## src/board_ctrl_pkg.sv

```systemverilog
// Package with constants and state types for the board control block
package board_ctrl_pkg;
  // Board clock rate in kHz
  localparam int CLOCK_KHZ = 40000;
  // Contact bounce window in microseconds
  localparam int DEBOUNCE_US = 10000;
  // Debounce window in clock cycles (rounded up)
  localparam int DEBOUNCE_CYCLES = (DEBOUNCE_US * CLOCK_KHZ + 999) / 1000;
  // Reset pulse length in nanoseconds
  localparam int RESET_PULSE_NS = 1000;
  // Reset pulse length in clock cycles (rounded up, period 25 ns)
  localparam int RESET_PULSE_CYCLES = (RESET_PULSE_NS + 24) / 25;
  // Width of the timers
  localparam int TIMER_W = 20;
  // Number of software option switches
  localparam int OPTION_W = 4;
  // Width of a configuration word
  localparam int CONFIG_W = 32;
  // Jumper setting that selects the freeze line
  localparam logic JUMPER_FREEZE = 1'h1;

  // Reset sequencer states
  typedef enum logic [1:0] {
    ST_IDLE = 2'b00,
    ST_SOFT = 2'b01,
    ST_HARD = 2'b10,
    ST_WAIT = 2'b11
  } reset_state_e;
endpackage : board_ctrl_pkg

```

## src/board_switch_reset_indicator_ctrl.sv

```systemverilog
// Board control: push-buttons, resets, option lines, indicators, buffers
// Function
// - Abort button raises level 0 interrupt
// - Abort debounced, never maskable by software
// - Soft button alone issues soft reset
// - Soft reset debounced, never disabled by software
// - Soft config word sampled at sequence end
// - Both buttons pressed issue hard reset
// - Hard end presents first register config
// - Four option switches readable via registers
// - Run lit only outside debug mode
// - Auxiliary indicator follows signal lamp bit
// - Flash enable routes chip select and lamp
// - DRAM enable routes two selects, lamp
// - SDRAM enable routes chip select and lamp
// - Card enabled drives address, status, lamp
// - Card data driven only during card enable
// - Card disabled tri-states all buffers, lamp dark
// - Transceivers shut down when disabled, lamp active
`timescale 1ns/10ps
module board_switch_reset_indicator_ctrl
  import board_ctrl_pkg::*;
#(
  parameter int DEBOUNCE_LEN = DEBOUNCE_CYCLES,
  parameter int PULSE_LEN = RESET_PULSE_CYCLES,
  parameter int XCVR_N = 4
) (
  input wire logic clock,
  input wire logic sys_rst,
  // Raw buttons, high while pressed
  input wire logic abort_button,
  input wire logic soft_reset_button,
  // Option switch states
  input wire logic [OPTION_W-1:0] software_option_switches,
  // Debug state from the processor
  input wire logic debug_status_line_a,
  input wire logic debug_status_line_b,
  input wire logic freeze_line,
  input wire logic debug_source_jumper,
  // Register bits from the board control/status registers
  input wire logic [CONFIG_W-1:0] board_ctrl_reg_first,
  input wire logic flash_enable,
  input wire logic dram_enable,
  input wire logic sdram_enable,
  input wire logic pcmcia_enable,
  input wire logic signal_lamp,
  input wire logic [XCVR_N-1:0] xcvr_enable,
  input wire logic [CONFIG_W-1:0] soft_config_word,
  // Processor chip selects and card strobes
  input wire logic cs0_cpu_n,
  input wire logic cs2_cpu_n,
  input wire logic cs3_cpu_n,
  input wire logic cs4_cpu_n,
  input wire logic card_enable_low_n,
  input wire logic card_enable_high_n,
  input wire logic card_write_n,
  // Outputs toward the processor
  output logic abort_irq0_n,
  output logic soft_reset_n,
  output logic hard_reset_n,
  output logic [CONFIG_W-1:0] config_word,
  output logic config_valid,
  output logic [OPTION_W-1:0] option_switch_lines,
  // Memory chip selects
  output logic chip_select_flash_n,
  output logic chip_select_dram_a_n,
  output logic chip_select_dram_b_n,
  output logic chip_select_sdram_n,
  // Card buffer enables, low while driving; data direction high toward the card
  output logic card_addr_buf_oe_n,
  output logic card_status_buf_oe_n,
  output logic card_data_buf_oe_n,
  output logic card_data_to_card,
  // Transceiver shutdown, high while shut down
  output logic [XCVR_N-1:0] xcvr_shutdown,
  // Indicators, high while lit
  output logic run_indicator,
  output logic auxiliary_indicator,
  output logic flash_indicator,
  output logic dram_indicator,
  output logic sdram_indicator,
  output logic pcmcia_indicator,
  output logic [XCVR_N-1:0] xcvr_indicator
);

  // All state of the block
  typedef struct packed {
    logic abort_db;                 // Debounced abort level
    logic soft_db;                  // Debounced soft level
    logic [TIMER_W-1:0] abort_cnt;  // Abort stability counter
    logic [TIMER_W-1:0] soft_cnt;   // Soft stability counter
    reset_state_e state;            // Reset sequencer state
    logic [TIMER_W-1:0] pulse_cnt;  // Reset pulse timer
    logic irq;                      // Abort request level
    logic [CONFIG_W-1:0] cfg;       // Presented configuration
    logic cfg_valid;                // Configuration valid flag
    logic [OPTION_W-1:0] opt;       // Registered option lines
  } state_s;

  state_s state_reg;
  state_s state_next;

  // Last debounce count (length minus one) as a timer-width constant
  localparam logic [TIMER_W-1:0] DB_LAST = TIMER_W'(DEBOUNCE_LEN - 1);
  // Last reset pulse count (length minus one) as a timer-width constant
  localparam logic [TIMER_W-1:0] PULSE_LAST = TIMER_W'(PULSE_LEN - 1);
  localparam logic [TIMER_W-1:0] TIMER_ZERO = '0;
  localparam logic [TIMER_W-1:0] TIMER_ONE = TIMER_W'(1);

  // Debounce step: count while raw differs from accepted, else restart
  function automatic logic [TIMER_W-1:0] db_count(
    input logic raw,
    input logic accepted,
    input logic [TIMER_W-1:0] cnt
  );
    if (raw == accepted) begin
      db_count = TIMER_ZERO;
    end else if (cnt == DB_LAST) begin
      db_count = TIMER_ZERO;
    end else begin
      db_count = cnt + TIMER_ONE;
    end
  endfunction : db_count

  // Accepted level flips when the differing level lasted the window
  function automatic logic db_level(
    input logic raw,
    input logic accepted,
    input logic [TIMER_W-1:0] cnt
  );
    db_level = (raw != accepted && cnt == DB_LAST) ? raw : accepted;
  endfunction : db_level

  logic both_pressed;

  // Next state: debouncers, reset sequencer, config presentation
  always_comb begin
    state_next = state_reg;
    both_pressed = 1'h0;
    // Both buttons are filtered alike; no software gate exists
    state_next.abort_cnt = db_count(abort_button, state_reg.abort_db,
                                    state_reg.abort_cnt);
    state_next.abort_db = db_level(abort_button, state_reg.abort_db,
                                   state_reg.abort_cnt);
    state_next.soft_cnt = db_count(soft_reset_button, state_reg.soft_db,
                                   state_reg.soft_cnt);
    state_next.soft_db = db_level(soft_reset_button, state_reg.soft_db,
                                  state_reg.soft_cnt);
    both_pressed = state_reg.abort_db && state_reg.soft_db;
    // Abort interrupt only for a lone abort press
    state_next.irq = state_reg.abort_db && !state_reg.soft_db &&
                     state_reg.state == ST_IDLE;
    // Options copied every cycle for register readback
    state_next.opt = software_option_switches;
    unique case (state_reg.state)
      ST_IDLE: begin
        if (both_pressed) begin
          // Hard reset takes precedence over the lone actions
          state_next.state = ST_HARD;
          state_next.pulse_cnt = TIMER_ZERO;
          state_next.cfg_valid = 1'h0;
          state_next.irq = 1'h0;
        end else if (state_reg.soft_db) begin
          state_next.state = ST_SOFT;
          state_next.pulse_cnt = TIMER_ZERO;
          // Old configuration is void until the pulse ends
          state_next.cfg_valid = 1'h0;
        end
      end
      ST_SOFT: begin
        if (both_pressed) begin
          // Late abort during a soft pulse escalates to hard
          state_next.state = ST_HARD;
          state_next.pulse_cnt = TIMER_ZERO;
        end else if (state_reg.pulse_cnt == PULSE_LAST) begin
          // Sample soft config at the end of the sequence
          state_next.cfg = soft_config_word;
          state_next.cfg_valid = 1'h1;
          state_next.state = ST_WAIT;
        end else begin
          state_next.pulse_cnt = state_reg.pulse_cnt + TIMER_ONE;
        end
      end
      ST_HARD: begin
        if (state_reg.pulse_cnt == PULSE_LAST) begin
          state_next.cfg = board_ctrl_reg_first;
          state_next.cfg_valid = 1'h1;
          state_next.state = ST_WAIT;
        end else begin
          state_next.pulse_cnt = state_reg.pulse_cnt + TIMER_ONE;
        end
      end
      ST_WAIT: begin
        // One action per press: wait until both are released
        if (!state_reg.abort_db && !state_reg.soft_db) begin
          state_next.state = ST_IDLE;
        end
      end
    endcase
  end

  // State register
  always_ff @(posedge clock or posedge sys_rst) begin
    if (sys_rst) begin
      state_reg <= '0;
    end else begin
      state_reg <= state_next;
    end
  end

  // Reset and interrupt outputs, active low toward the processor
  assign abort_irq0_n = !state_reg.irq;
  assign soft_reset_n = !(state_reg.state == ST_SOFT);
  assign hard_reset_n = !(state_reg.state == ST_HARD);
  assign config_word = state_reg.cfg;
  assign config_valid = state_reg.cfg_valid;
  assign option_switch_lines = state_reg.opt;

  // Debug mode chooses between status pair and freeze line
  logic in_debug;
  assign in_debug = (debug_source_jumper == JUMPER_FREEZE) ? freeze_line :
                    (debug_status_line_a || debug_status_line_b);
  assign run_indicator = !in_debug;
  assign auxiliary_indicator = signal_lamp;

  // Chip select steering; released selects stay high on-board
  assign chip_select_flash_n = flash_enable ? cs0_cpu_n : 1'h1;
  assign flash_indicator = flash_enable;
  assign chip_select_dram_a_n = dram_enable ? cs2_cpu_n : 1'h1;
  assign chip_select_dram_b_n = dram_enable ? cs3_cpu_n : 1'h1;
  assign dram_indicator = dram_enable;
  assign chip_select_sdram_n = sdram_enable ? cs4_cpu_n : 1'h1;
  assign sdram_indicator = sdram_enable;

  // Card buffers; disabled channel tri-states all of them
  logic card_strobe;
  assign card_strobe = !card_enable_low_n || !card_enable_high_n;
  assign card_addr_buf_oe_n = !pcmcia_enable;
  assign card_status_buf_oe_n = !pcmcia_enable;
  assign card_data_buf_oe_n = !(pcmcia_enable && card_strobe);
  assign card_data_to_card = !card_write_n;
  assign pcmcia_indicator = pcmcia_enable;

  // Transceivers: shutdown when disabled, lamp while active
  assign xcvr_shutdown = ~xcvr_enable;
  assign xcvr_indicator = xcvr_enable;

  // Checks on the push-button and reset sequencer side
  // Hard and soft reset pulses never overlap
  chk_hard_wins: assert property (
    @(posedge clock) disable iff (sys_rst)
    !(!hard_reset_n && !soft_reset_n))
    else $error("hard and soft reset together");
  // Interrupt only follows a lone accepted abort press
  chk_irq_lone: assert property (
    @(posedge clock) disable iff (sys_rst)
    !abort_irq0_n |-> $past(state_reg.abort_db && !state_reg.soft_db))
    else $error("abort irq without lone abort");
  // Pulse must be long enough for the processor to see it
  chk_hard_len: assert property (
    @(posedge clock) disable iff (sys_rst)
    $fell(hard_reset_n) |-> !hard_reset_n [*8])
    else $error("hard reset pulse too short");
  // Hard configuration presented as the pulse ends
  chk_hard_cfg: assert property (
    @(posedge clock) disable iff (sys_rst)
    $rose(hard_reset_n) |-> config_valid &&
    config_word == $past(board_ctrl_reg_first))
    else $error("hard config not presented");
  // Soft configuration sampled as the pulse ends
  chk_soft_cfg: assert property (
    @(posedge clock) disable iff (sys_rst)
    $rose(soft_reset_n) && $past(state_reg.state) == ST_SOFT &&
    state_reg.state == ST_WAIT |->
    config_word == $past(soft_config_word))
    else $error("soft config not sampled");
  // Accepted abort level only ever moves toward the raw abort level
  chk_db_hold: assert property (
    @(posedge clock) disable iff (sys_rst)
    $changed(state_reg.abort_db) |-> $past(abort_button) ==
    state_reg.abort_db)
    else $error("abort accepted without raw level");
  // Lone soft press always starts a soft pulse
  chk_soft_start: assert property (
    @(posedge clock) disable iff (sys_rst)
    state_reg.state == ST_IDLE && state_reg.soft_db &&
    !state_reg.abort_db |=> !soft_reset_n)
    else $error("soft reset not issued");
  // Lone abort press always raises the request
  chk_irq_nomask: assert property (
    @(posedge clock) disable iff (sys_rst)
    state_reg.state == ST_IDLE && state_reg.abort_db &&
    !state_reg.soft_db |=> !abort_irq0_n)
    else $error("abort irq missing");

  // Checks on indicators, chip selects and buffers
  // Run lamp dark whenever the selected debug source shows debug
  chk_run_lamp: assert property (
    @(posedge clock) disable iff (sys_rst)
    run_indicator |-> (debug_source_jumper == JUMPER_FREEZE) ? !freeze_line :
    (!debug_status_line_a && !debug_status_line_b))
    else $error("run lamp lit in debug mode");
  // Auxiliary lamp follows its register bit only
  chk_aux_lamp: assert property (
    @(posedge clock) disable iff (sys_rst)
    auxiliary_indicator == signal_lamp)
    else $error("aux lamp differs from lamp bit");
  // Disabled flash releases its select and darkens its lamp
  chk_flash_off: assert property (
    @(posedge clock) disable iff (sys_rst)
    !flash_enable |-> chip_select_flash_n && !flash_indicator)
    else $error("flash select active while disabled");
  // Disabled DRAM releases both selects and darkens its lamp
  chk_dram_off: assert property (
    @(posedge clock) disable iff (sys_rst)
    !dram_enable |-> chip_select_dram_a_n && chip_select_dram_b_n &&
    !dram_indicator)
    else $error("dram select active while disabled");
  // Disabled SDRAM releases its select and darkens its lamp
  chk_sdram_off: assert property (
    @(posedge clock) disable iff (sys_rst)
    !sdram_enable |-> chip_select_sdram_n && !sdram_indicator)
    else $error("sdram select active while disabled");
  // Enabled card channel drives address and status, lamp lit
  chk_card_on: assert property (
    @(posedge clock) disable iff (sys_rst)
    pcmcia_enable |-> !card_addr_buf_oe_n && !card_status_buf_oe_n &&
    pcmcia_indicator)
    else $error("card buffers idle while enabled");
  // Data buffers only open during a card strobe
  chk_card_data: assert property (
    @(posedge clock) disable iff (sys_rst)
    !card_data_buf_oe_n |-> pcmcia_enable &&
    (!card_enable_low_n || !card_enable_high_n))
    else $error("card data driven without strobe");
  // Disabled card channel leaves every buffer off, lamp dark
  chk_card_off: assert property (
    @(posedge clock) disable iff (sys_rst)
    !pcmcia_enable |-> card_addr_buf_oe_n && card_data_buf_oe_n &&
    card_status_buf_oe_n && !pcmcia_indicator)
    else $error("card buffers driven while disabled");
  // Each transceiver either runs with lamp lit or sleeps dark
  chk_xcvr_state: assert property (
    @(posedge clock) disable iff (sys_rst)
    xcvr_shutdown == ~xcvr_enable && xcvr_indicator == xcvr_enable)
    else $error("transceiver shutdown or lamp wrong");

  // Main scenarios that the bench is expected to reach
  cov_soft: cover property (@(posedge clock) $rose(soft_reset_n));
  cov_hard: cover property (@(posedge clock) $rose(hard_reset_n));
  cov_abort: cover property (@(posedge clock) $fell(abort_irq0_n));
  cov_card_data: cover property (@(posedge clock) !card_data_buf_oe_n);
endmodule : board_switch_reset_indicator_ctrl

```

## config.mk

```make
export PLATFORM = sky130hd
export DESIGN_NAME = board_switch_reset_indicator_ctrl
export DESIGN_NICKNAME = d
export VERILOG_FILES = /design/src/board_ctrl_pkg.sv /design/src/board_switch_reset_indicator_ctrl.sv
export SDC_FILE = /design/constraint.sdc
export NUM_CORES = 1
export LEC_CHECK = 0
export BUFFER_PORTS_ARGS = -buffer_cell sky130_fd_sc_hd__buf_2
export CAP_MARGIN = 10
export CORE_UTILIZATION = 48
export CTS_CLUSTER_SIZE = 30
export DETAILED_ROUTE_END_ITERATION = 10
export PLACE_DENSITY_LB_ADDON = 0.25
export SYNTH_ARGS = -nofsm -noshare
export SYNTH_HDL_FRONTEND = slang
export SYNTH_SLANG_ARGS = --single-unit
```

## constraint.sdc

```tcl
create_clock -name clock -period 2.7 [get_ports clock]
set_input_delay 0.135 -clock clock [delete_from_list [all_inputs] [get_ports clock]]
set_output_delay 0.135 -clock clock [all_outputs]
set_load 0.02 [all_outputs]
```

# Word-level counts from Yosys, hierarchy flattened

Cells that the tools add are included.

Add/sub/neg operators: 3
Equality and inequality tests: 15
Multiplexer cells: 26
Bitwise logic cells: 1
Reduce and logical (&&, ||, !) cells: 27

Operator list:

| cell                  | count |
|---|---|
| $mux 20               | 5 |
| $mux 33               | 3 |
| $mux 22               | 3 |
| $pmux 32 s2           | 1 |
| $add 20x1->20 const B | 3 |
| $pmux 20 s3           | 1 |
| $eq 20x19->1 const B  | 2 |
| $eq 20x6->1 const B   | 1 |
| $logic_not 1->1       | 11 |
| $mux 1                | 9 |
| $ne 2x2->1 const B    | 4 |
| $pmux 2 s4            | 1 |
| $logic_and 1x1->1     | 7 |
| $reduce_and 5->1      | 1 |
| $eq 2x2->1 const B    | 2 |
| $mux 2                | 2 |
| $not 4->4             | 1 |
| $reduce_and 2->1      | 2 |
| $reduce_and 4->1      | 1 |
| $ne 3x3->1 const B    | 1 |
| $pmux 1 s3            | 1 |
| $reduce_bool 3->1     | 1 |
| $eq 1x1->1            | 2 |
| $eq 2x1->1 const B    | 1 |
| 4 further kinds       | 6 |

Register bits after elaboration: 102
Input port bits: 92
Output and inout port bits: 62
Word-level logic and storage cells: 82

# Logic depth before layout (Yosys ltp)

Gate-level depths: netlist of run 1.

Word-level depth: 5
Gate-level depth with buffers: 9
Gate-level depth less buffers: 7

# Worst setup path after synthesis of run 1

Ideal clock, no wire load.

Kind: reg-to-reg
Start: register state_reg[59] in the netlist's numbering
End: register state_reg[56] in the netlist's numbering
Library setup time: 0.087 ns
Arrival: 1.859 ns
Data required time: 2.613 ns
Path slack: 0.755 ns
Cell stages (with the launch flop): 9
Path buffers: 1
Clock period less this slack: 1.945 ns
Path through: dfrtp_1 -> inv_1 -> ha_1 -> buf_2 -> a21boi_0 -> o21ai_0 -> o21bai_1 -> or4_1 -> o211ai_1

Word-level cells in the longest chain between the ends: 3
Elaborated cells between the ends (all ways): 7
Those cells by class: 3 x eq/ne; 1 x mux; 3 x reduce/logical

Ends and longest elaborated chain:

| item                                                             | line                                     | text |
|---|---|---|
| start, declared                                                  | board_switch_reset_indicator_ctrl.sv:100 | `state_s state_reg;` |
| start signal, assigned                                           | board_switch_reset_indicator_ctrl.sv:207 | `state_reg <= state_next;` |
| $eq 2x1->1, or another cell as far along                         | board_switch_reset_indicator_ctrl.sv:155 | `unique case (state_reg.state)` |
| $reduce_bool 3->1 (no line) / $ne 3x3->1 (equally long branches) | --                                       |  |
| $reduce_and 2->1 (no line)                                       | --                                       |  |

Parallel ways exist; a longest one is shown, timed or not.
A chain may end at the register's enable or synchronous reset.

# Worst setup path in the final report of run 1

Start: register state_reg[38] in the netlist's numbering
End: register state_reg[56] in the netlist's numbering

Word-level cells in the longest chain between the ends: 4
Elaborated cells between the ends (all ways): 5
Those cells by class: 1 x add/sub; 1 x eq/ne; 3 x mux

Ends and longest elaborated chain:

| item                                                | line                                                                               | text |
|---|---|---|
| $add 20x1->20 / $eq 20x6->1 (equally long branches) | --                                                                                 |  |
| $mux 20 (*)                                         | board_switch_reset_indicator_ctrl.sv:175, board_switch_reset_indicator_ctrl.sv:185 |  |
| $mux 22                                             | board_switch_reset_indicator_ctrl.sv:171                                           | `if (both_pressed) begin` |
| $pmux 20 s3 (*)                                     | board_switch_reset_indicator_ctrl.sv:155                                           |  |

Mark *: on every way between the ends. The rest lies on a longest branch, timed or not.

==> qor_table.md, run 1 <==
| Group | Result | Reported |
| --- | --- | --- |
| power and ir drop | Switching share of power | 0.316 |
| grt | Largest net degree at the start of global routing | 51 |
| power and ir drop | Part of the power in registers | 0.415 |
| clock network | Clock buffer depth | 2 |
| synthesis | Primary flip-flop cell chosen by synthesis mapping | dfrtp_1 |
| detailed routing | DRC marker count from the first detailed-route iteration | 222 |
| grt | Residual overflow from global routing | 0 |
| floorplanning | Height of the die | 111 um |
| detailed routing | Final routed DRC violation total | 8 |
| timing | Relative slew slack | 0.496 |
| synthesis | Fraction of the yosys area taken by sequential cells | 0.448 |
| worst setup path | Largest fanout on the critical path | 38 |
| detailed routing | Average detailed-routed wire length per instance | 14.8 um |
| clock network | Clk sinks | 102 |
| clock network | Post-cts resize count | 0 |
| detailed routing | Antenna Nets Post-Route | 0 |
| placement | Routability Congestion | 0.847 |
| timing | Measured slew at the worst slew-check pin | 751 ps |
| clock network | Cts bufs inserted | 9 |
| worst setup path | Element type at the critical path end | flop |
| worst setup path | Required time at the endpoint of the critical path | 2950 ps |
| floorplanning | Total Die Area | 12300 um2 |
| timing | Period minus WS final | 2300 ps |
| placement | Detail Placement HPWL | 8770 um |
| timing | Period utilization | 0.853 |
| min path | Class of the tightest hold or removal check | in2reg |
| detailed routing | Number of detailed-route iterations in the first pass | 8 |
| timing | Sum of negative setup slack | 0 ps |
| cells and area | Number of filler instances in the final layout | 1027 |
| floorplanning | Num rows | 39 |
| synthesis | Number of enable flip-flop cells after synthesis | 0 |
| cells and area | Share of cells above drive strength 1 | 0.275 |
| placement | Placed insts | 839 |
| clock network | Root Buffer | clkbuf_16 |
| floorplanning | Number of top-level pins | 154 |
| grt | Via count of the first global-routing pass | 4452 |
| worst setup path | Crit path kind | reg2reg |
| clock network | Total number of H-tree levels | 3 |
| power and ir drop | Clk network pwr share | 0.341 |
| power and ir drop | Worst-case vdd ir drop | 0.000376 V |
| detailed routing | Vias per std cell | 5.53 |
| timing | Unrepaired setup endpoints after global routing | no |
| cells and area | Design Area, Final | 6620 um2 |
| synthesis | Netlist Area Pre-Place | 5700 um2 |
| power and ir drop | Cell Pwr Density | 586 nW/um2 |
| synthesis | Number of flip-flops and latches in the synthesized netlist | 102 |
| timing | Number of hold violations in the final report | 0 |
| job | Max-cap viol count | 0 |
| floorplanning | Width of the chip | 111 um |
| placement | PortBufs | 151 |
| status | Status | complete, but fails checks |
| synthesis | Avg Synthesized Cell Area | 9.36 um2 |
| timing | Hold Worst Slack | 50.7 ps |
| cells and area | Growth of design area from synthesis to finish | 16.2% |
| power and ir drop | Static leakage | 0.00308 uW |
| clock network | Later-pin clock latency in the skew report | 350 ps |
| cells and area | Number of diodes added for antenna fixing | 0 |
| cells and area | Total area of sequential cells | 2550 um2 |
| cells and area | Multi-input combinational cell area | 2600 um2 |
| timing | Post-Route Skew | 7.06 ps |
| status | Violations in the final reports | DRC |
| floorplanning | Core Area | 11500 um2 |
| clock network | TritonCTS clock tree | yes |
| grt | Wire length of the first global-routing pass | 20900 um |
| synthesis | Syn. warnings | 0 |
| floorplanning | Initial cell density of the core | 0.495 |
| clock network | Clock slew at the register clock pins of the worst setup and hold paths | 70 ps |
| timing | Max-slew violation count | 0 |
| worst setup path | Crit path DAT | 2560 ps |
| power and ir drop | Share of total power in combinational logic | 0.244 |
| detailed routing | Aggregate routed wire length | 12700 um |
| worst setup path | Startpoint type of the worst setup path | flop |
| cells and area | Count of non-filler cells in the finished layout | 860 |
| timing | Number of endpoints failing setup at the final stage | 0 |
| synthesis | Synth unique cells | 46 |
| grt | Initial antenna violation count | 0 |
| cells and area | Final #Nets | 813 |
| placement | Post-Place Cell Area | 6270 um2 |
| cells and area | Commonest non-fill, non-tap cells in the layout | buf_2, dfrtp_1, nor2_1, xor2_1, nor4_1 |
| timing | Achievable frequency | 434 MHz |
| cells and area | Max FFs per register | 65 |
| synthesis | Asr flop ratio synth | 1.00 |
| worst setup path | Worst R2R Setup Slack | 400 ps |
| power and ir drop | Switching power | 1230 uW |
| cells and area | Utilization after layout | 0.575 |
| synthesis | Synthesized Nets | 710 |
| synthesis | Synth Instances | 609 |
| power and ir drop | P_int | 2650 uW |
| cells and area | Commonest non-fill, non-tap cell in the layout | buf_2 |
| grt | Global-route usage over all layers | 0.208 |
| detailed routing | Via count | 4760 |
-- repair_timing --
item,in CTS,in global routing
hold buffers,5,0
endpoints found under the hold margin,35,0
endpoints found under the setup margin,0,0
buffers inserted,0,0
-- cells in the mapped netlist, types with 2 or more instances --
master	n	share of area
nor4_2	3	0.0066
ha_1	9	0.020
and4_1	3	0.0046
buf_4	46	0.061
or3_1	3	0.0033
and2_1	3	0.0033
nand2_2	2	0.0022
o221a_1	30	0.059
o211ai_1	5	0.0066
clkbuf_1	15	0.0099
o221a_2	2	0.0040
xnor2_1	11	0.017
and3_1	4	0.0044
nand2_1	34	0.022
nor4bb_1	2	0.0035
nand2b_1	5	0.0055
mux2_2	4	0.0079
inv_1	20	0.013
xor2_1	41	0.063
buf_2	12	0.011
nor4_1	39	0.043
or4_1	2	0.0026
or2_2	3	0.0033
a21oi_1	4	0.0035
nand3_1	26	0.023
nand4_1	14	0.015
nor3_1	9	0.0079
nor2_1	99	0.065
o21bai_1	2	0.0026
o21ai_0	38	0.033
dfrtp_1	102	0.45
buf_1	3	0.0020
-- per-layer routing --
metal / part of all wire / track usage
met4: 0.019 / 0.0749
met1: 0.44 / 0.268
met5: 0 / 0
met2: 0.48 / 0.350
met3: 0.059 / 0.0394
-- worst paths after layout --
path | from | end | cells after the start
worst max-delay path | state_reg[38]$_DFFE_PP0P_ | state_reg[56]$_DFFE_PP0P_ | 7
worst min-delay path | board_ctrl_reg_first[27] | config_word[27]$_DFFE_PP0P_ | 2
worst max register to register | state_reg[38]$_DFFE_PP0P_ | state_reg[56]$_DFFE_PP0P_ | 7
worst min register to register | state_reg[80]$_DFF_PP0_ | state_reg[80]$_DFF_PP0_ | 1
max in group asynchronous | sys_rst | state_reg[56]$_DFFE_PP0P_ | 4
min in group asynchronous | sys_rst | state_reg[67]$_DFF_PP0_ | 3
-- power groups by stage --
| stage | registers, uW | logic (uW) | clock network, uW |
|---|---|---|---|
| finish | 1610 | 945 | 1320 |
| CTS | 1610 | 947 | 1350 |
| global route | 1620 | 1050 | 1410 |
| floorplan | 1640 | 696 | 0 |
| global placement | 1640 | 906 | 0 |
| detailed placement | 1640 | 931 | 0 |
-- stage by stage --
stage | power, uW | worst slack [ps]
floorplan | 2340 | 755
global placement | 2540 | 513
detailed placement | 2570 | 455
CTS | 3900 | 386
global route | 4080 | 241
finish | 3880 | 396
-- critical path: stages (launching register included) --
cell,delay [ps]
dfrtp_1,410
ha_1,250
nor4bb_1,140
nand3_1,160
buf_4,390
o21bai_1,240
or4_1,510
o211ai_1,120
-- cell type report --
type / instances / share of cell area
flip-flops and latches: 102 / 0.385
multi-input cells: 411 / 0.392
inverters: 20 / 0.0119
clock buffers: 9 / 0.0340
repair buffers: 168 / 0.137
well taps: 143 / 0.0270
clock inverters: 7 / 0.0121
-- kinds of logic (layout without fill, tap and decap cells) --
kind of cell	count (synthesis)	after routing	share of synthesized area
xor+xnor	52	52	0.0799
mux	5	5	0.00966
simple gates	258	258	0.229
fa+ha+maj	9	9	0.0198
flops	102	102	0.448
buf+inv	96	204	0.0962
compound gates	87	87	0.117
Note: power is estimated with default switching activity, not from simulation.
==> run 2, diff against run 1 <==
- CORE_UTILIZATION: 48 -> 43
==> run 2 against run 1 <==
  * The flow now finishes without violations
  * Utilization down 5.5 points
  * Worst setup slack worse by 38 ps
  * Final cell count is 3.4% higher
  * Sequential share of layout area shrank 0.10 points
  * Critical endpoint unchanged
==> qor_table.md, run 2 (synthesized netlist as in run 1, its figures left out) <==
| Group | Result | Reported | Delta |
| --- | --- | --- | --- |
| status | Status | finished clean |  |
| timing | Number of hold violations in the final report | 0 | unchanged |
| clock network | Later-pin clock latency in the skew report | 340 ps | about the same |
| placement | Dpl ws | 408 ps | -46.1 ps |
| floorplanning | Num rows | 41 | +5.1% |
| cells and area | Commonest non-fill, non-tap cell in the layout | buf_2 |  |
| grt | GR Layer Usage met1 | 0.237 | -0.0305 |
| placement | Routability Congestion | 0.871 | +2.8% |
| clock network | TritonCTS clock tree | yes |  |
| timing | Unrepaired setup endpoints after global routing | no |  |
| worst setup path | CP cell instances | ha_1, nor4bb_1, nand3_1, buf_4, o21bai_1, or4_1, o211ai_1 |  |
| cells and area | Commonest non-fill, non-tap cells in the layout | buf_2, dfrtp_1, nor2_1, xor2_1, nor4_1 |  |
| timing | Achievable frequency | 427 MHz | -1.6% |
| grt | Initial antenna violation count | 0 | unchanged |
| power and ir drop | Static leakage | 0.00307 uW | -0.22% |
| timing | Post-Route Skew | 13.0 ps | +5.95 ps |
| detailed routing | Antenna Nets Post-Route | 0 | unchanged |
| clock network | Root Buffer | clkbuf_16 |  |
| placement | Placed insts | 868 | +3.5% |
| cells and area | Share of cells above drive strength 1 | 0.273 | -0.00139 |
| timing | Final worst slack | 358 ps | -38.2 ps |
| worst setup path | Max stage delay on crit path | 530 ps | +20 ps |
| floorplanning | Number of top-level pins | 154 | unchanged |
| clock network | Clock slew at the register clock pins of the worst setup and hold paths | 80 ps | about the same |
| worst setup path | Startpoint type of the worst setup path | flop |  |
| worst setup path | Largest fanout on the critical path | 38 | unchanged |
| cells and area | Growth of design area from synthesis to finish | 16.5% |  |
| timing | Sum of negative setup slack | 0 ps | unchanged |
| worst setup path | Element type at the critical path end | flop |  |
| power and ir drop | Cell Pwr Density | 572 nW/um2 | -2.4% |
| placement | Detail Placement HPWL | 9000 um | +2.7% |
| clock network | Post-cts resize count | 0 | unchanged |
| detailed routing | DRC marker count from the first detailed-route iteration | 310 | +40% |
| cells and area | Max FFs per register | 65 | unchanged |
| job | Max-cap viol count | 0 | unchanged |
| cells and area | Count of non-filler cells in the finished layout | 889 | +3.4% |
| detailed routing | Via count | 4702 | -1.2% |
| worst setup path | CP max-delay cell | or4_1 |  |
| clock network | Total number of H-tree levels | 3 | unchanged |
| worst setup path | Required time at the endpoint of the critical path | 2950 ps | about the same |
| detailed routing | Aggregate routed wire length | 12500 um | -1.5% |
| worst setup path | Crit path DAT | 2600 ps | +40 ps |
| detailed routing | Number of detailed-route iterations in the first pass | 4 | -4 |
| timing | Number of endpoints failing setup at the final stage | 0 | unchanged |
| cells and area | Number of diodes added for antenna fixing | 0 | unchanged |
| floorplanning | Initial cell density of the core | 0.446 | -0.0487 |
| detailed routing | Vias per std cell | 5.29 | -4.4% |
| worst setup path | Crit path kind | reg2reg |  |
| detailed routing | Final routed DRC violation total | 0 | -8 |
| grt | Largest net degree at the start of global routing | 68 | +33% |
| grt | Via count of the first global-routing pass | 4529 | +1.7% |
| timing | Max-slew violation count | 0 | unchanged |
| floorplanning | Width of the chip | 117 um | +5.6% |
| grt | Residual overflow from global routing | 0 | unchanged |
| floorplanning | Total Die Area | 13700 um2 | +11% |
| cells and area | Utilization after layout | 0.520 | -0.0552 |
| grt | Routing usage on met3 | 0.0438 | +0.00440 |
| grt | Most utilized layer in the global route result | met2 |  |
| cells and area | Final #Nets | 813 | unchanged |
| clock network | Clock buffer depth | 2 | unchanged |
| floorplanning | Core Area | 12800 um2 | +11% |
| clock network | Clk sinks | 102 | unchanged |
| floorplanning | Height of the die | 117 um | +5.6% |
| timing | Period utilization | 0.868 | +0.0142 |
| clock network | Cts bufs inserted | 9 | unchanged |
| timing | Period minus WS final | 2340 ps | +38.2 ps |
| power and ir drop | Worst-case vdd ir drop | 0.000406 V | +7.9% |
| grt | Met2 Use GR | 0.319 | -0.0309 |
| detailed routing | Average detailed-routed wire length per instance | 14.1 um | -4.7% |
| grt | Global-route usage over all layers | 0.188 | -0.0198 |
| min path | Class of the tightest hold or removal check | in2reg |  |
| timing | Relative slew slack | 0.474 | -0.0218 |
| timing | Measured slew at the worst slew-check pin | 787 ps | +36.8 ps |
| grt | Wire length of the first global-routing pass | 20400 um | -2.3% |
| placement | PortBufs | 151 | unchanged |
-- run 2: cell types whose count changed in the layout (fill, tap and decap cells not counted) --
cell / delta
clkinvlp_4: -1
inv_6: +2
clkinv_4: -1
inv_8: +1
clkinv_2: -1
clkbuf_1: +1
bufinv_16: -1
-- run 2: path summary, 6_finish.rpt --
| path | startpoint | end | slack, ps | cells past startpoint |
|---|---|---|---|---|
| min | board_ctrl_reg_first[13] | config_word[13]$_DFFE_PP0P_ | 50 | 2 |
| max reg2reg | state_reg[38]$_DFFE_PP0P_ | state_reg[56]$_DFFE_PP0P_ | 360 | 7 |
| min in group asynchronous | sys_rst | state_reg[60]$_DFF_PP0_ | 480 | 3 |
| min reg2reg | state_reg[60]$_DFF_PP0_ | state_reg[60]$_DFF_PP0_ | 490 | 1 |
| max in group asynchronous | sys_rst | option_switch_lines[2]$_DFF_PP0_ | 1440 | 4 |
| max | state_reg[38]$_DFFE_PP0P_ | state_reg[56]$_DFFE_PP0P_ | 360 | 7 |
-- run 2: power by group --
part | internal [uW] | switching [uW]
logic | 349 | 585
clock network | 651 | 603
registers | 1570 | 35.6
total | 2570 | 1220
-- run 2: metrics by stage --
| stage | power, uW | area [um2] | hold WS, ps |
|---|---|---|---|
| 6_report | 3800 | 6640 | 49.6 |
| 5_1_grt | 4010 | 6640 | 37.0 |
| 4_1_cts | 3830 | 6640 | 40.2 |
| 3_5_place_dp | 2570 | 6300 | 245 |
| 3_3_place_gp | 2540 | 6300 | 243 |
| 2_1_floorplan | 2340 | 5700 | 166 |
-- run 2: final cells by class --
class                   instances  area [um2]
well taps                     172         215
clock inverters                 6        57.6
repair buffers                168         908
fillers                      1153        6130
multi-input cells             411        2600
inverters                      20        78.8
flip-flops and latches        102        2550
clock buffers                  10         229
-- run 2: timing repair --
action / 4_1_cts / 5_1_grt
buffers inserted: 0 / 0
hold buffers: 5 / 0
endpoints found under the hold margin: 39 / 0
-- run 2: worst max-delay path: cells and delay by family (launching register included) --
family,cells,cell delay (ps)
buffers and inverters,1,410
adders and majority gates,1,240
AOI/OAI and AO/OA,2,360
and+or+nand+nor,3,820
DFF,1,410
-- run 2: layer usage --
metal | wire [um] | up-vias
met5 | 0 | -
met4 | 221 | 0
met3 | 619 | 22
met2 | 6100 | 145
met1 | 5580 | 2232
li1 | - | 2303
==> run 3, diff against run 2 <==
- ABC_AREA: not set -> 1
==> run 3 against run 2 <==
  * Area after synthesis rose by 6.8%
  * Count of clock-buffer cells in the layout fell by 1
  * Non-clock buffer count shrank 4
  * Worst setup slack improved by 260 ps
  * Routed wire length increased by 0.48%
==> qor_table.md, run 3 <==
| Group | Result | Reported | Delta |
| --- | --- | --- | --- |
| detailed routing | Aggregate routed wire length | 12600 um | +0.48% |
| power and ir drop | Switching power | 799 uW | -35% |
| clock network | Total number of H-tree levels | 3 | unchanged |
| timing | Period minus WS final | 2080 ps | -262 ps |
| timing | Relative slew slack | 0.413 | -0.0607 |
| floorplanning | Height of the die | 121 um | +3.3% |
| synthesis | Most frequently used cell type in the post-synthesis netlist | nand2_1 |  |
| cells and area | Total area of sequential cells | 2550 um2 | unchanged |
| worst setup path | CP max-delay cell | inv_4 |  |
| timing | Sum of negative setup slack | 0 ps | unchanged |
| cells and area | Growth of design area from synthesis to finish | 15.4% |  |
| synthesis | Post-synth top area share | 0.419 | -0.0285 |
| clock network | Root Buffer | clkbuf_16 |  |
| grt | Residual overflow from global routing | 0 | unchanged |
| worst setup path | Worst R2R Start | state_reg[58]$_DFFE_PP0P_ |  |
| cells and area | Max FFs per register | 65 | unchanged |
| power and ir drop | Clk network pwr share | 0.397 | +0.067 |
| detailed routing | DRC marker count from the first detailed-route iteration | 280 | -9.7% |
| synthesis | Syn. warnings | 0 | unchanged |
| worst setup path | Element type at the critical path end | flop |  |
| synthesis | Synthesized Nets | 842 | +19% |
| floorplanning | Number of top-level pins | 154 | unchanged |
| cells and area | Multi-input combinational cell area | 2760 um2 | +6.3% |
| status | Status | finished clean |  |
| power and ir drop | Static leakage | 0.00331 uW | +7.8% |
| min path | Class of the tightest hold or removal check | in2reg |  |
| worst setup path | CP cell instances | inv_1, ha_2, inv_1, nand2_1, nand2_1, nor2_4, inv_4, nand2_1, o21ai_2 |  |
| cells and area | Commonest non-fill, non-tap cells in the layout | buf_2, nand2_1, nor2_1, dfrtp_1, inv_1 |  |
| power and ir drop | Cell Pwr Density | 445 nW/um2 | -22% |
| timing | Final worst slack | 620 ps | +262 ps |
| clock network | Later-pin clock latency in the skew report | 350 ps | about the same |
| power and ir drop | Share of total power in combinational logic | 0.096 | -0.150 |
| worst setup path | Required time at the endpoint of the critical path | 2980 ps | +30 ps |
| grt | Initial antenna violation count | 0 | unchanged |
| synthesis | Fraction of the yosys area taken by sequential cells | 0.419 | -0.0285 |
| grt | Global-route usage over all layers | 0.179 | -0.00896 |
| timing | Number of hold violations in the final report | 0 | unchanged |
| grt | Largest net degree at the start of global routing | 63 | -7.4% |
| detailed routing | Highest metal used | met4 |  |
| synthesis | Ranking of synthesized cells by area | dfrtp_1, nand2_1, nor2_1 |  |
| placement | PortBufs | 151 | unchanged |
| floorplanning | Num rows | 43 | +4.9% |
| timing | Period utilization | 0.770 | -0.0972 |
| detailed routing | Total length of routed met2 wires | 6080 um | -0.18% |
| timing | Max-slew violation count | 0 | unchanged |
| timing | Post-Route Skew | 11.7 ps | -1.31 ps |
| synthesis | Asr flop ratio synth | 1.00 | unchanged |
| cells and area | Number of diodes added for antenna fixing | 0 | unchanged |
| floorplanning | Initial cell density of the core | 0.440 | -0.00603 |
| detailed routing | Length of routed met3 wiring | 470 um | -24% |
| synthesis | Most frequent cells after synthesis | nand2_1, nor2_1, dfrtp_1 |  |
| cells and area | Number of filler instances in the final layout | 1328 | +15% |
| job | Max-cap viol count | 0 | unchanged |
| synthesis | Number of flip-flops and latches in the synthesized netlist | 102 | unchanged |
| placement | Detail Placement HPWL | 9380 um | +4.2% |
| floorplanning | Core Area | 13800 um2 | +8.2% |
| detailed routing | Number of detailed-route iterations in the first pass | 4 | unchanged |
| grt | Via count of the first global-routing pass | 4453 | -1.7% |
| worst setup path | Crit path DAT | 2360 ps | -240 ps |
| synthesis | Cell type with the highest aggregate area in the netlist | dfrtp_1 |  |
| grt | Wire length of the first global-routing pass | 20800 um | +2.1% |
| synthesis | Number of enable flip-flop cells after synthesis | 0 | unchanged |
| detailed routing | Vias per std cell | 4.62 | -13% |
| power and ir drop | Switching share of power | 0.256 | -0.0666 |
| worst setup path | Most frequent CP cell | nand2_1 |  |
| clock network | Clk sinks | 102 | unchanged |
| min path | Worst Hold Launch | soft_config_word[22] |  |
| power and ir drop | Worst-case vdd ir drop | 0.000250 V | -38% |
| cells and area | Final #Nets | 957 | +18% |
| clock network | Clock slew at the register clock pins of the worst setup and hold paths | 80 ps | about the same |
| clock network | TritonCTS clock tree | yes |  |
| clock network | Cts bufs inserted | 9 | unchanged |
| detailed routing | Met1 WL | 5880 um | +5.4% |
| cells and area | Commonest non-fill, non-tap cell in the layout | buf_2 |  |
| power and ir drop | Part of the power in registers | 0.507 | +0.084 |
| worst setup path | Startpoint type of the worst setup path | flop |  |
| cells and area | Share of cells above drive strength 1 | 0.294 | +0.0205 |
| placement | Routability Congestion | 0.863 | -0.94% |
| synthesis | Synth unique cells | 34 | -26% |
| detailed routing | Antenna Nets Post-Route | 0 | unchanged |
| floorplanning | Total Die Area | 14600 um2 | +6.7% |
| timing | Number of endpoints failing setup at the final stage | 0 | unchanged |
| synthesis | Netlist Area Pre-Place | 6080 um2 | +6.8% |
| clock network | Clock buffer depth | 2 | unchanged |
| placement | Dpl ws | 618 ps | +209 ps |
| floorplanning | Width of the chip | 121 um | +3.3% |
| detailed routing | Via count | 4811 | +2.3% |
| worst setup path | Largest fanout on the critical path | 62 | +63% |
| worst setup path | Beginning of the critical path | state_reg[58]$_DFFE_PP0P_ |  |
| detailed routing | Average detailed-routed wire length per instance | 12.1 um | -14% |
| detailed routing | Final routed DRC violation total | 0 | unchanged |
| clock network | Post-cts resize count | 0 | unchanged |
| synthesis | Synth Instances | 741 | +22% |
| power and ir drop | P_int | 2320 uW | -9.7% |
| synthesis | Primary flip-flop cell chosen by synthesis mapping | dfrtp_1 |  |
| timing | Measured slew at the worst slew-check pin | 880 ps | +92.7 ps |
| synthesis | Avg Synthesized Cell Area | 8.21 um2 | -12% |
| timing | Unrepaired setup endpoints after global routing | no |  |
| timing | Achievable frequency | 481 MHz | +13% |
| worst setup path | Max stage delay on crit path | 610 ps | +80 ps |
| worst setup path | Crit path kind | reg2reg |  |
## run 3: cell count changes in the layout (fill, tap and decap cells not counted), sizes merged, moves of 18 or more
cell / before / now
inv: 24 / 85
nor2: 99 / 124
nor4: 42 / 0
mux2i: 1 / 30
xor2: 41 / 23
nand2: 36 / 159
o221a: 32 / 0
## run 3: cell families after synthesis
logic type,count (synthesis),synth area share
AND/OR/NAND/NOR,359,0.264
XOR/XNOR,32,0.0461
AO/OA/AOI/OAI,65,0.0757
adder cells (fa/ha/maj),9,0.0185
flip-flops,102,0.419
multiplexers,30,0.0494
buffers and inverters,144,0.127
## run 3: routing by layer
metal,vias up,global-route usage
met4,0,0.0579
met3,8,0.0273
met1,2176,0.238
met5,-,0
li1,2543,-
met2,84,0.299
## run 3: worst paths after layout
path | endpoint | slack, ps | cells past startpoint
setup / recovery | config_word[30]$_DFFE_PP0P_ | 620 | 9
hold / removal | config_word[22]$_DFFE_PP0P_ | 20 | 3
setup reg to reg | config_word[30]$_DFFE_PP0P_ | 620 | 9
hold reg to reg | state_reg[80]$_DFF_PP0_ | 460 | 1
max in group asynchronous | config_word[28]$_DFFE_PP0P_ | 1510 | 4
min in group asynchronous | state_reg[85]$_DFF_PP0_ | 470 | 3
## run 3: repair_timing
action	CTS	global route
hold buffers	5	0
setup buffers	0	0
endpoints found under the hold margin	38	0
## run 3: metrics by stage
step / hold WS [ps] / utilization / area, um2 / instances / power [uW]
5_1_grt: 32.0 / 0.508 / 7020 / 1041 / 3260
4_1_cts: 14.5 / 0.508 / 7020 / 1041 / 3180
6_report: 24.5 / 0.508 / 7020 / 1041 / 3120
3_3_place_gp: 243 / 0.484 / 6690 / 1020 / 1910
3_5_place_dp: 244 / 0.484 / 6690 / 1020 / 1910
2_1_floorplan: 166 / - / 6090 / 741 / 1820
## run 3: final cells by class
type,instances,area share
Multi-Input combinational cell,495,0.393
Sequential cell,102,0.364
Timing Repair Buffer,164,0.125
Inverter,84,0.0458
Clock buffer,9,0.0321
Tap cell,180,0.0321
Clock inverter,7,0.00820
## run 3: power by group through the flow
stage               sequential, uW  combinational (uW)  clock [uW]
floorplan                     1610                 213           0
global placement              1610                 298           0
detailed placement            1610                 301           0
CTS                           1580                 307        1290
global route                  1590                 335        1340
finish                        1580                 300        1240
## run 3: critical path: cells and delay by family (launching register included)
kind                       cells  cell delay (ps)
AOI/OAI and AO/OA              1               90
adders and majority gates      1              200
buffers and inverters          3              830
DFF                            1              410
and+or+nand+nor                4              430
